==> src/verilog/sleep_entry_defs.vh <==
// Constants for the sleep entry block of the SDRAM controller.
// Assumes inclusion by bare name from the design files.
`ifndef SLEEP_ENTRY_DEFS_VH
`define SLEEP_ENTRY_DEFS_VH
// ---------------------------------------------------------------
// Refresh control field positions
// ---------------------------------------------------------------
`define REFR_SELF_BIT      31
`define REFR_CKE_BIT       20
`define REFR_INTERVAL_HI   15
`define REFR_INTERVAL_LO   4
`define REFR_RESET         32'h0010_0000
// ---------------------------------------------------------------
// Configuration bank enables and the PMC sleep bit
// ---------------------------------------------------------------
`define CFG_BANK_MASK      32'h0003_0003
`define CFG_RESET          32'h0000_0000
`define PMC_SLEEP_BIT      0
// ---------------------------------------------------------------
// SDRAM commands {cs_n, ras_n, cas_n, we_n}
// ---------------------------------------------------------------
`define CMD_NOP            4'h7
`define CMD_PRECHARGE      4'h2
`define CMD_AUTO_REFRESH   4'h1
`define CMD_SELF_REFRESH   4'h1
// ---------------------------------------------------------------
// Timing, in ns and derived cycles at 20 ns
// ---------------------------------------------------------------
`define CLK_PERIOD_NS      20
`define T_RP_NS            20
`define T_RP_CYC           ((`T_RP_NS + `CLK_PERIOD_NS - 1) / `CLK_PERIOD_NS)
`define T_RFC_NS           80
`define T_RFC_CYC          ((`T_RFC_NS + `CLK_PERIOD_NS - 1) / `CLK_PERIOD_NS)
`define WAIT_W             4
`endif

==> src/verilog/wait_timer.v <==
// Small down counter for SDRAM command spacing.
// Assumes one clock and synchronous active low reset.
`timescale 1ns/1ns
`include "sleep_entry_defs.vh"
module wait_timer (
   input  wire                 mclk_i,
   input  wire                 rst_n_i,
   input  wire                 load_i,
   input  wire [`WAIT_W-1:0]   count_i,
   output wire                 done_o
);
   reg [`WAIT_W-1:0] remain;
   assign done_o = (remain == {`WAIT_W{1'b0}});
   always @(posedge mclk_i) begin
      if (!rst_n_i) begin
         remain <= {`WAIT_W{1'b0}};
      end else if (load_i) begin
         remain <= count_i;
      end else if (!done_o) begin
         remain <= remain - {{(`WAIT_W-1){1'b0}}, 1'b1};
      end
   end
endmodule

==> src/verilog/sdram_sleep_self_refresh_entry.v <==
// Sleep entry sequencer: register writes, precharge, self-refresh.
// Assumes register writes arrive as one-cycle strobes on mclk_i and
// fault pins are asynchronous to it.
`timescale 1ns/1ns
`include "sleep_entry_defs.vh"
module sdram_sleep_self_refresh_entry (
   input  wire        mclk_i,
   input  wire        rst_n_i,
   input  wire        refr_wr_i,
   input  wire [31:0] refr_wdata_i,
   input  wire        cfg_wr_i,
   input  wire [31:0] cfg_wdata_i,
   input  wire        pmc_wr_i,
   input  wire [31:0] pmc_wdata_i,
   input  wire        row_open_i,
   input  wire        burst_busy_i,
   input  wire        battery_fault_input_i,
   input  wire        supply_fault_i,
   output reg         wr_ready_o,
   output reg  [31:0] refr_o,
   output reg  [31:0] cfg_o,
   output reg  [3:0]  sdram_cmd_o,
   output reg         sdram_cke_o,
   output reg         self_refresh_o,
   output reg         sleep_o
);
   // ---------------------------------------------------------------
   // States
   // ---------------------------------------------------------------
   localparam ST_IDLE   = 3'h0;
   localparam ST_PRE    = 3'h1;
   localparam ST_PREW   = 3'h2;
   localparam ST_SREF   = 3'h3;
   localparam ST_SLEEPR = 3'h4;
   localparam ST_EXIT   = 3'h5;
   localparam ST_SLEEP  = 3'h6;

   // Timer loads, cut to the counter width on purpose
   localparam [31:0] RP_WAIT  = `T_RP_CYC;
   localparam [31:0] RFC_WAIT = `T_RFC_CYC;

   reg  [2:0]  state;
   reg  [2:0]  next_state;
   reg  [1:0]  batt_sync;
   reg  [1:0]  vdd_sync;
   reg         sleep_req;
   reg         pend_refr;
   reg  [31:0] pend_data;
   reg         tmr_load;
   reg  [`WAIT_W-1:0] tmr_count;
   wire        tmr_done;
   wire        fault;
   wire        self_set;
   wire        self_clr;

   wait_timer u_wait (
      .mclk_i  (mclk_i),
      .rst_n_i (rst_n_i),
      .load_i  (tmr_load),
      .count_i (tmr_count),
      .done_o  (tmr_done)
   );

   // ---------------------------------------------------------------
   // Fault synchronisers
   // ---------------------------------------------------------------
   always @(posedge mclk_i) begin
      if (!rst_n_i) begin
         batt_sync <= 2'h0;
         vdd_sync  <= 2'h0;
      end else begin
         batt_sync <= {batt_sync[0], battery_fault_input_i};
         vdd_sync  <= {vdd_sync[0], supply_fault_i};
      end
   end
   assign fault = batt_sync[1] | vdd_sync[1];

   // ---------------------------------------------------------------
   // Register write path
   // ---------------------------------------------------------------
   // Refresh writes that set self-refresh are held until the
   // self-refresh command they trigger has been issued; others apply in idle.
   assign self_set = pend_refr & pend_data[`REFR_SELF_BIT] &
                     ~refr_o[`REFR_SELF_BIT];
   assign self_clr = pend_refr & ~pend_data[`REFR_SELF_BIT] &
                     refr_o[`REFR_SELF_BIT];

   always @(posedge mclk_i) begin
      if (!rst_n_i) begin
         refr_o     <= `REFR_RESET;
         cfg_o      <= `CFG_RESET;
         pend_refr  <= 1'b0;
         pend_data  <= 32'h0000_0000;
         wr_ready_o <= 1'b1;
         sleep_req  <= 1'b0;
      end else begin
         if (refr_wr_i && wr_ready_o) begin
            pend_refr  <= 1'b1;
            pend_data  <= refr_wdata_i;
            wr_ready_o <= 1'b0;
         end else if (pend_refr && state == ST_IDLE && !self_set &&
                      !self_clr) begin
            refr_o     <= pend_data;
            pend_refr  <= 1'b0;
            wr_ready_o <= 1'b1;
         end else if (pend_refr && (state == ST_SLEEPR) &&
                      self_set) begin
            refr_o     <= pend_data;
            pend_refr  <= 1'b0;
            wr_ready_o <= 1'b1;
         end else if (pend_refr && state == ST_IDLE && self_clr) begin
            refr_o     <= pend_data;
            pend_refr  <= 1'b0;
            wr_ready_o <= 1'b1;
         end
         if (cfg_wr_i && wr_ready_o) begin
            cfg_o <= cfg_wdata_i;
         end
         if (pmc_wr_i && wr_ready_o && pmc_wdata_i[`PMC_SLEEP_BIT]) begin
            sleep_req <= 1'b1;
         end else if (fault) begin
            sleep_req <= 1'b1;
         end else if (state == ST_SLEEP && !fault) begin
            sleep_req <= 1'b0;
         end
      end
   end

   // ---------------------------------------------------------------
   // Command sequencer
   // ---------------------------------------------------------------
   always @* begin
      next_state = state;
      tmr_load   = 1'b0;
      tmr_count  = {`WAIT_W{1'b0}};
      case (state)
         ST_IDLE: begin
            if ((self_set || (sleep_req && !self_refresh_o)) &&
                !burst_busy_i) begin
               next_state = ST_PRE;
            end else if (sleep_req && self_refresh_o) begin
               next_state = ST_SLEEP;
            end
         end
         ST_PRE: begin
            if (row_open_i) begin
               tmr_load   = 1'b1;
               tmr_count  = RP_WAIT[`WAIT_W-1:0];
               next_state = ST_PREW;
            end else begin
               next_state = ST_SREF;
            end
         end
         ST_PREW: begin
            if (tmr_done) begin
               next_state = ST_PRE;
            end
         end
         ST_SREF: begin
            tmr_load   = 1'b1;
            tmr_count  = RFC_WAIT[`WAIT_W-1:0];
            next_state = ST_SLEEPR;
         end
         ST_SLEEPR: begin
            // Only a write setting self-refresh applies here, others wait for idle; waiting
            // on them here as well would deadlock the sequencer.
            if (tmr_done) begin
               next_state = sleep_req ? ST_SLEEP : ST_IDLE;
            end
         end
         ST_SLEEP: begin
            if (!sleep_req) begin
               next_state = ST_IDLE;
            end
         end
         default: begin
            next_state = ST_IDLE;
         end
      endcase
   end

   always @(posedge mclk_i) begin
      if (!rst_n_i) begin
         state          <= ST_IDLE;
         sdram_cmd_o    <= `CMD_NOP;
         sdram_cke_o    <= 1'b1;
         self_refresh_o <= 1'b0;
         sleep_o        <= 1'b0;
      end else begin
         state       <= next_state;
         sdram_cmd_o <= `CMD_NOP;
         if (state == ST_PRE && row_open_i) begin
            sdram_cmd_o <= `CMD_PRECHARGE;
         end
         if (state == ST_SREF && !row_open_i) begin
            sdram_cmd_o    <= `CMD_SELF_REFRESH;
            sdram_cke_o    <= 1'b0;
            self_refresh_o <= 1'b1;
         end
         // Clearing the request with the clock enable cleared keeps
         // the devices in self-refresh across sleep.
         if (state == ST_IDLE && self_clr) begin
            self_refresh_o <= ~pend_data[`REFR_CKE_BIT] & self_refresh_o;
            sdram_cke_o    <= pend_data[`REFR_CKE_BIT];
         end
         sleep_o <= (next_state == ST_SLEEP);
      end
   end
endmodule

==> config.mk <==
export PLATFORM = sky130hd
export DESIGN_NAME = sdram_sleep_self_refresh_entry
export DESIGN_NICKNAME = d
export VERILOG_FILES = /design/src/verilog/wait_timer.v /design/src/verilog/sdram_sleep_self_refresh_entry.v
export VERILOG_INCLUDE_DIRS = /design/src /design/src/verilog
export SDC_FILE = /design/constraint.sdc
export NUM_CORES = 1
export LEC_CHECK = 0
export BUFFER_PORTS_ARGS = -buffer_cell sky130_fd_sc_hd__buf_2
export CORE_ASPECT_RATIO = 0.75
export CORE_UTILIZATION = 45
export DETAILED_ROUTE_END_ITERATION = 16
export PLACE_DENSITY = 0.75
export SKIP_LAST_GASP = 1
export SLEW_MARGIN = 20
export SYNTH_ARGS = -nofsm -noshare
export SYNTH_HDL_FRONTEND = slang
export SYNTH_HIERARCHICAL = 1
export SYNTH_SLANG_ARGS = --single-unit
==> constraint.sdc <==
create_clock -name mclk_i -period 1.9 [get_ports mclk_i]
set_input_delay 0.19 -clock mclk_i [delete_from_list [all_inputs] [get_ports mclk_i]]
set_output_delay 0.19 -clock mclk_i [all_outputs]
set_load 0.05 [all_outputs]
== Word level (Yosys, flattened, before mapping) ==
Index checks and enable logic that the tools add are counted.
Widths: inputs -> output; s select.

* Logic and storage cells: 100
* Output and inout bits: 72
* Flip-flop bits (word level): 117
* Bits of input ports: 105

* Add/sub/neg operators: 1
* Mux-type cells: 34
* Equality and inequality tests: 7
* Reduce and logical (&&, ||, !) cells: 32
* Bitwise logic cells: 11

{| class="wikitable"
|+ Operators by type and width
! kind !! count
|-
| $mux 32 || 3
|-
| $mux 3 || 8
|-
| $mux 1 || 18
|-
| $pmux 3 s6 || 1
|-
| $logic_and 1x1->1 || 17
|-
| $eq 3x3->1 const B || 3
|-
| $mux 4 || 2
|-
| $eq 3x2->1 const B || 2
|-
| $logic_not 1->1 || 6
|-
| $pmux 3 s2 || 1
|-
| $reduce_bool 3->1 || 2
|-
| $and 1x1->1 || 5
|-
| $not 1->1 || 5
|-
| $logic_not 4->1 || 1
|-
| $reduce_bool 4->1 || 1
|-
| $sub 4x1->4 const B || 1
|-
| $eq 3x1->1 const B || 1
|-
| $logic_not 3->1 || 1
|-
| $ne 2x2->1 const B || 1
|-
| $pmux 1 s2 || 1
|-
| $reduce_and 2->1 || 1
|-
| $reduce_bool 2->1 || 1
|-
| $reduce_or 2->1 || 1
|-
| $logic_or 1x1->1 || 1
|-
| $or 1x1->1 || 1
|}

== Depth between registers and ports, before layout ==
* Word-level depth: 8
* Gate-level depth with buffers: 7
* Gate-level depth less buffers: 7

== By module ==
Netlist, hierarchy kept.

{| class="wikitable"
|+ Modules (own cells, without submodules)
! module !! times used !! area an instance (µm²) !! cells each !! seq. area each (µm²)
|-
| sdram_sleep_self_refresh_entry || 1 || 4322.9 || 494 || 2242.2
|-
| wait_timer || 1 || 226.5 || 23 || 80.1
|}

== Worst setup path after synthesis ==
Ideal clock, no wire load.

* Kind: reg2reg
* From: reg refr_o[31]
* To: reg refr_o[10]
* Stages on the path, launching flop included: 7
* Library setup time: 0.072 ns
* Period minus slack after synthesis: 1.789 ns
* Slack: 0.111 ns
* Path buffers: 2
* Data required time: 1.828 ns
* Arrival time: 1.717 ns
* Path through: dfxtp_1 -> and2b_1 -> xnor2_2 -> and4_4 -> buf_6 -> buf_12 -> mux2i_1

* Cells in the longest elaborated chain, start to end: 7
* Elaborated cells between the ends (all ways): 13
* Classes of those cells: 2 x mux; 3 x bitwise; 8 x reduce/logical

{| class="wikitable"
|+ RTL lines
! item !! RTL line !! RTL
|-
| start, declared || sdram_sleep_self_refresh_entry.v:20 || <nowiki>output reg [31:0] refr_o,</nowiki>
|-
| start signal, assigned || sdram_sleep_self_refresh_entry.v:90 || <nowiki>refr_o <= `REFR_RESET;</nowiki>
|-
| start signal, assigned || sdram_sleep_self_refresh_entry.v:103 || <nowiki>refr_o <= pend_data;</nowiki>
|-
| start signal, assigned || sdram_sleep_self_refresh_entry.v:108 || <nowiki>refr_o <= pend_data;</nowiki>
|-
| $not 1->1 || sdram_sleep_self_refresh_entry.v:84 || <nowiki>~refr_o[`REFR_SELF_BIT];</nowiki>
|-
| $and 1x1->1 || sdram_sleep_self_refresh_entry.v:83 || <nowiki>assign self_set = pend_refr & pend_data[`REFR_SELF_BIT] &</nowiki>
|-
| $logic_not 1->1 || sdram_sleep_self_refresh_entry.v:101 || <nowiki>end else if (pend_refr && state == ST_IDLE && !self_set &&</nowiki>
|-
| $logic_and 1x1->1 (2 in a row) || sdram_sleep_self_refresh_entry.v:101 ||
|-
| $reduce_bool 3->1 (no line) || - ||
|-
| $reduce_and 2->1 (no line) || - ||
|}

Parallel ways exist; a longest one is shown, timed or not.
A chain may end at the register's enable or synchronous reset.

== Worst setup path in the final report ==
* From: reg refr_o[31]
* To: reg refr_o[26]

Same word-level chain as after synthesis.

==> impl_results.md <==
- Status: complete, no violations
- Core box area: a little under 10000 sq um
- DRT Pass-1 Iters: 4
- Worst-case clock buffer depth: 2
- Via/cell ratio: about 4.8
- Most frequent cells after synthesis: 199 x nand2_1, 116 x dfxtp_1, 60 x a21boi_1
- EDFF count, synth: 0
- Largest net degree at the start of global routing: 64
- Hold Crit Endpoint: cfg_o[7]$_SDFFE_PN0P_
- Drt total wl: between 10 and 15 mm
- Synthesized area per cell: ~8.8 sq um
- WP data required: 2.22 ns
- Cell area power density: 1170 nW/um^2
- Max Cap Violations: 0
- Final Hold Viols: 0
- Post-synthesis sequential area ratio: 0.510
- DRC: 0
- Synth warnings: 6
- I/O pin count: about 180
- Hold WC Path Type: in2reg
- Top_reg_cell synth: dfxtp_1
- Port bufs: 144
- Final instance area: between 6000 and 7000 sq um
- Critical Path Sink Type: register
- Setup slack, reg-to-reg: about 0.23 ns
- Vias in the first global route: 3469
- Cells after synthesis: 517
- Share of post-route cells with drive strength above 1: 0.286
- Startpoint Class: register
- Top-count cell post-synth: nand2_1
- Routed len/inst: 12.9 um
- Post-synth ARST share: 0
- NumNets Final: approximately 770
- Initial DRC Count: about 220
- Distinct cells, synth: 40
- DRT antenna net count: 0
- Critical path class: reg2reg
- Critical Path Slowest Stage Cell: dfxtp_1
- Peak Freq: 0.600 GHz
- Max Clock Skew: roughly 0.011 ns
- Via count: a little under 4k
- Clock-pin slew on the worst setup and hold paths: about 0.050 ns
- Crit path cell chain: and2b_1, xnor2_2, and4_4, buf_4, mux2i_1
- Placed Area: approximately 5400 sq um
- Cell family with most CP delay: simple AND/OR/NAND/NOR gates
- Crit-path max FO: 8
- Total GRT Usage: 0.204
- Die Area: 10500 sq um
- Cells on Worst Hold Path: 3
- Die height: roughly 90 um
- Top post-synthesis cells by area: dfxtp_1 51%, nand2_1 16%, a21boi_1 9.9%, mux2i_1 7.3%, clkbuf_1 2.5%
- GPL Wtd Cong: around 0.87
- Layout Cells excl Fill: 808
- Mapped Area: between 4000 and 5000 sq um
- CP max stage delay: between 0.3 and 0.4 ns
- Starting Density: 0.467
- CP bufs+invs: 1
- Worst hold margin: around 0.019 ns
- Min-delay src: cfg_wdata_i[7]
- R2R Path Start: refr_o[31]$_SDFFE_PN0P_
- Top cell type's share of synthesized area: 0.510
- Period utilization: 0.877
- Area delta synth->final: 32.5%
- Antenna violations before repair: 1
- Die X-Extent: 118 um
- Worst-skew pair later-pin latency: a little over 0.4 ns
- Yosys top cell by area: dfxtp_1
- Tmin final: between 1.5 and 2 ns
- Worst EP arrival: ~2.0 ns
- Final HPWL from detailed placement: 7.12 mm
- FF-to-FF path depth: 5
- VDD IR max: about 0.00075 V
- Htree depth: 4
- Post-CTS sizing: 0
- CTS Sinks: 116
- Clock tree from TritonCTS: built
- Final Util: 0.619
- Row count: 31
- Hold_buf cts: 2
- RSZ-0062 raised after global routing: false
- Max Slew Vio Count: 0
- Grt total ovfl: 0
- Placed Cells: ~770
- Setup TNS: 0 ns
- Capturing point of the worst reg2reg path: refr_o[26]$_SDFFE_PN0P_
- First-pass GRT wire length: 16.6 mm
- Post-CTS Setup Bufs: 0
- Flops & latches, synth: 116
- CTS Buf Count: 17
- Final setup fails: 0
- Root buffer cell: clkbuf_16
- Leakage: about 0.0027 uW
layer usage:
| metal | vias to the layer above | track usage | part of all wire |
|---|---|---|---|
| met5 | - | 0 | 0 |
| met4 | 0 | 0.0664 | 0.0086 |
| met3 | 8 | 0.0874 | 0.071 |
| met2 | 133 | 0.336 | 0.46 |
| met1 | 1762 | 0.244 | 0.46 |
| li1 | 1985 | - | - |
cells by family (layout without fill, tap and decap cells):
group / count (synthesis) / count (layout) / synth area share
AO/OA/AOI/OAI: 86 / 86 / 0.136
XOR/XNOR: 3 / 3 / 0.00743
adder cells (fa/ha/maj): 1 / 1 / 0.00275
buffers and inverters: 41 / 197 / 0.0481
flip-flops: 116 / 116 / 0.510
multiplexers: 34 / 34 / 0.0751
other: 1 / 4 / 0.000824
AND/OR/NAND/NOR: 235 / 235 / 0.219
flip-flops by register name, indices dropped and copies added, names as in the netlist, 2 cells and up:
register / cells
state: 3
refr_o: 32
cfg_o: 32
u_wait/remain: 4
vdd_sync: 2
batt_sync: 2
sdram_cmd_o: 3
pend_data: 32
per-stage QoR:
stage / total power, uW / setup slack, ns
finish: 7050 / 0.234
global route: 7390 / 0.160
CTS: 7130 / 0.238
detailed placement: 3750 / 0.263
global placement: 3700 / 0.331
floorplan: 3480 / 0.111
worst max path at each step:
stage	slack, ns	end	from	depth (start not counted)
after floorplan	0.11	refr_o[10]$_SDFFE_PN0P_	refr_o[31]$_SDFFE_PN0P_	6
after global placement	0.33	refr_o[6]$_SDFFE_PN0P_	refr_o[31]$_SDFFE_PN0P_	5
after detailed placement	0.26	refr_o[26]$_SDFFE_PN0P_	refr_o[31]$_SDFFE_PN0P_	5
after CTS	0.24	refr_o[15]$_SDFFE_PN0P_	refr_o[31]$_SDFFE_PN0P_	5
after global routing	0.16	refr_o[15]$_SDFFE_PN0P_	refr_o[31]$_SDFFE_PN0P_	5
final	0.23	refr_o[26]$_SDFFE_PN0P_	refr_o[31]$_SDFFE_PN0P_	5
where the power goes:
group	switching (uW)	total, uW	leakage [uW]	internal, uW
Combinational	617	1020	0.00139	399
Clock	1070	3350	0.000310	2280
Sequential	99.9	2690	0.000948	2590
area by class of cell:
cell class / instances / area, sq um
multi-input cells: 362 / 2020
well taps: 132 / 165
clock inverters: 10 / 153
repair buffers: 161 / 881
diodes: 1 / 2.50
flip-flops and latches: 116 / 2320
fillers: 861 / 3710
clock buffers: 22 / 474
inverters: 4 / 15.0
cell usage in the layout, fill, tap and decap left out, types with 2 or more instances in the layout:
| cell | synthesis | final |
|---|---|---|
| nor3b_1 | 3 | 3 |
| buf_2 | 1 | 143 |
| o21ai_1 | 2 | 2 |
| bufinv_16 | 0 | 4 |
| o31ai_1 | 2 | 2 |
| nor2_1 | 5 | 5 |
| buf_4 | 2 | 14 |
| a21boi_0 | 6 | 6 |
| a21oi_1 | 3 | 3 |
| conb_1 | 1 | 3 |
| nand2_1 | 199 | 199 |
| clkinv_2 | 0 | 5 |
| xnor2_1 | 2 | 2 |
| dfxtp_1 | 116 | 116 |
| clkbuf_1 | 30 | 2 |
| nand2b_1 | 4 | 4 |
| dlygate4sd3_1 | 0 | 2 |
| mux2i_1 | 33 | 33 |
| inv_1 | 4 | 4 |
| a21boi_1 | 60 | 60 |
| and2_1 | 6 | 6 |
| o21ai_0 | 5 | 5 |
| buf_12 | 3 | 2 |
| nor2b_1 | 3 | 3 |
| nand3b_1 | 4 | 4 |
| clkbuf_16 | 0 | 17 |
| a31oi_1 | 4 | 4 |
| nand3_1 | 3 | 3 |
| clkbuf_8 | 0 | 3 |
tightest hold or removal path, cell delays in order:
cell      delay [ns]
buf_2           0.09
nand2_1         0.05
a21boi_1        0.05
Note: power is estimated with default switching activity, not from simulation.
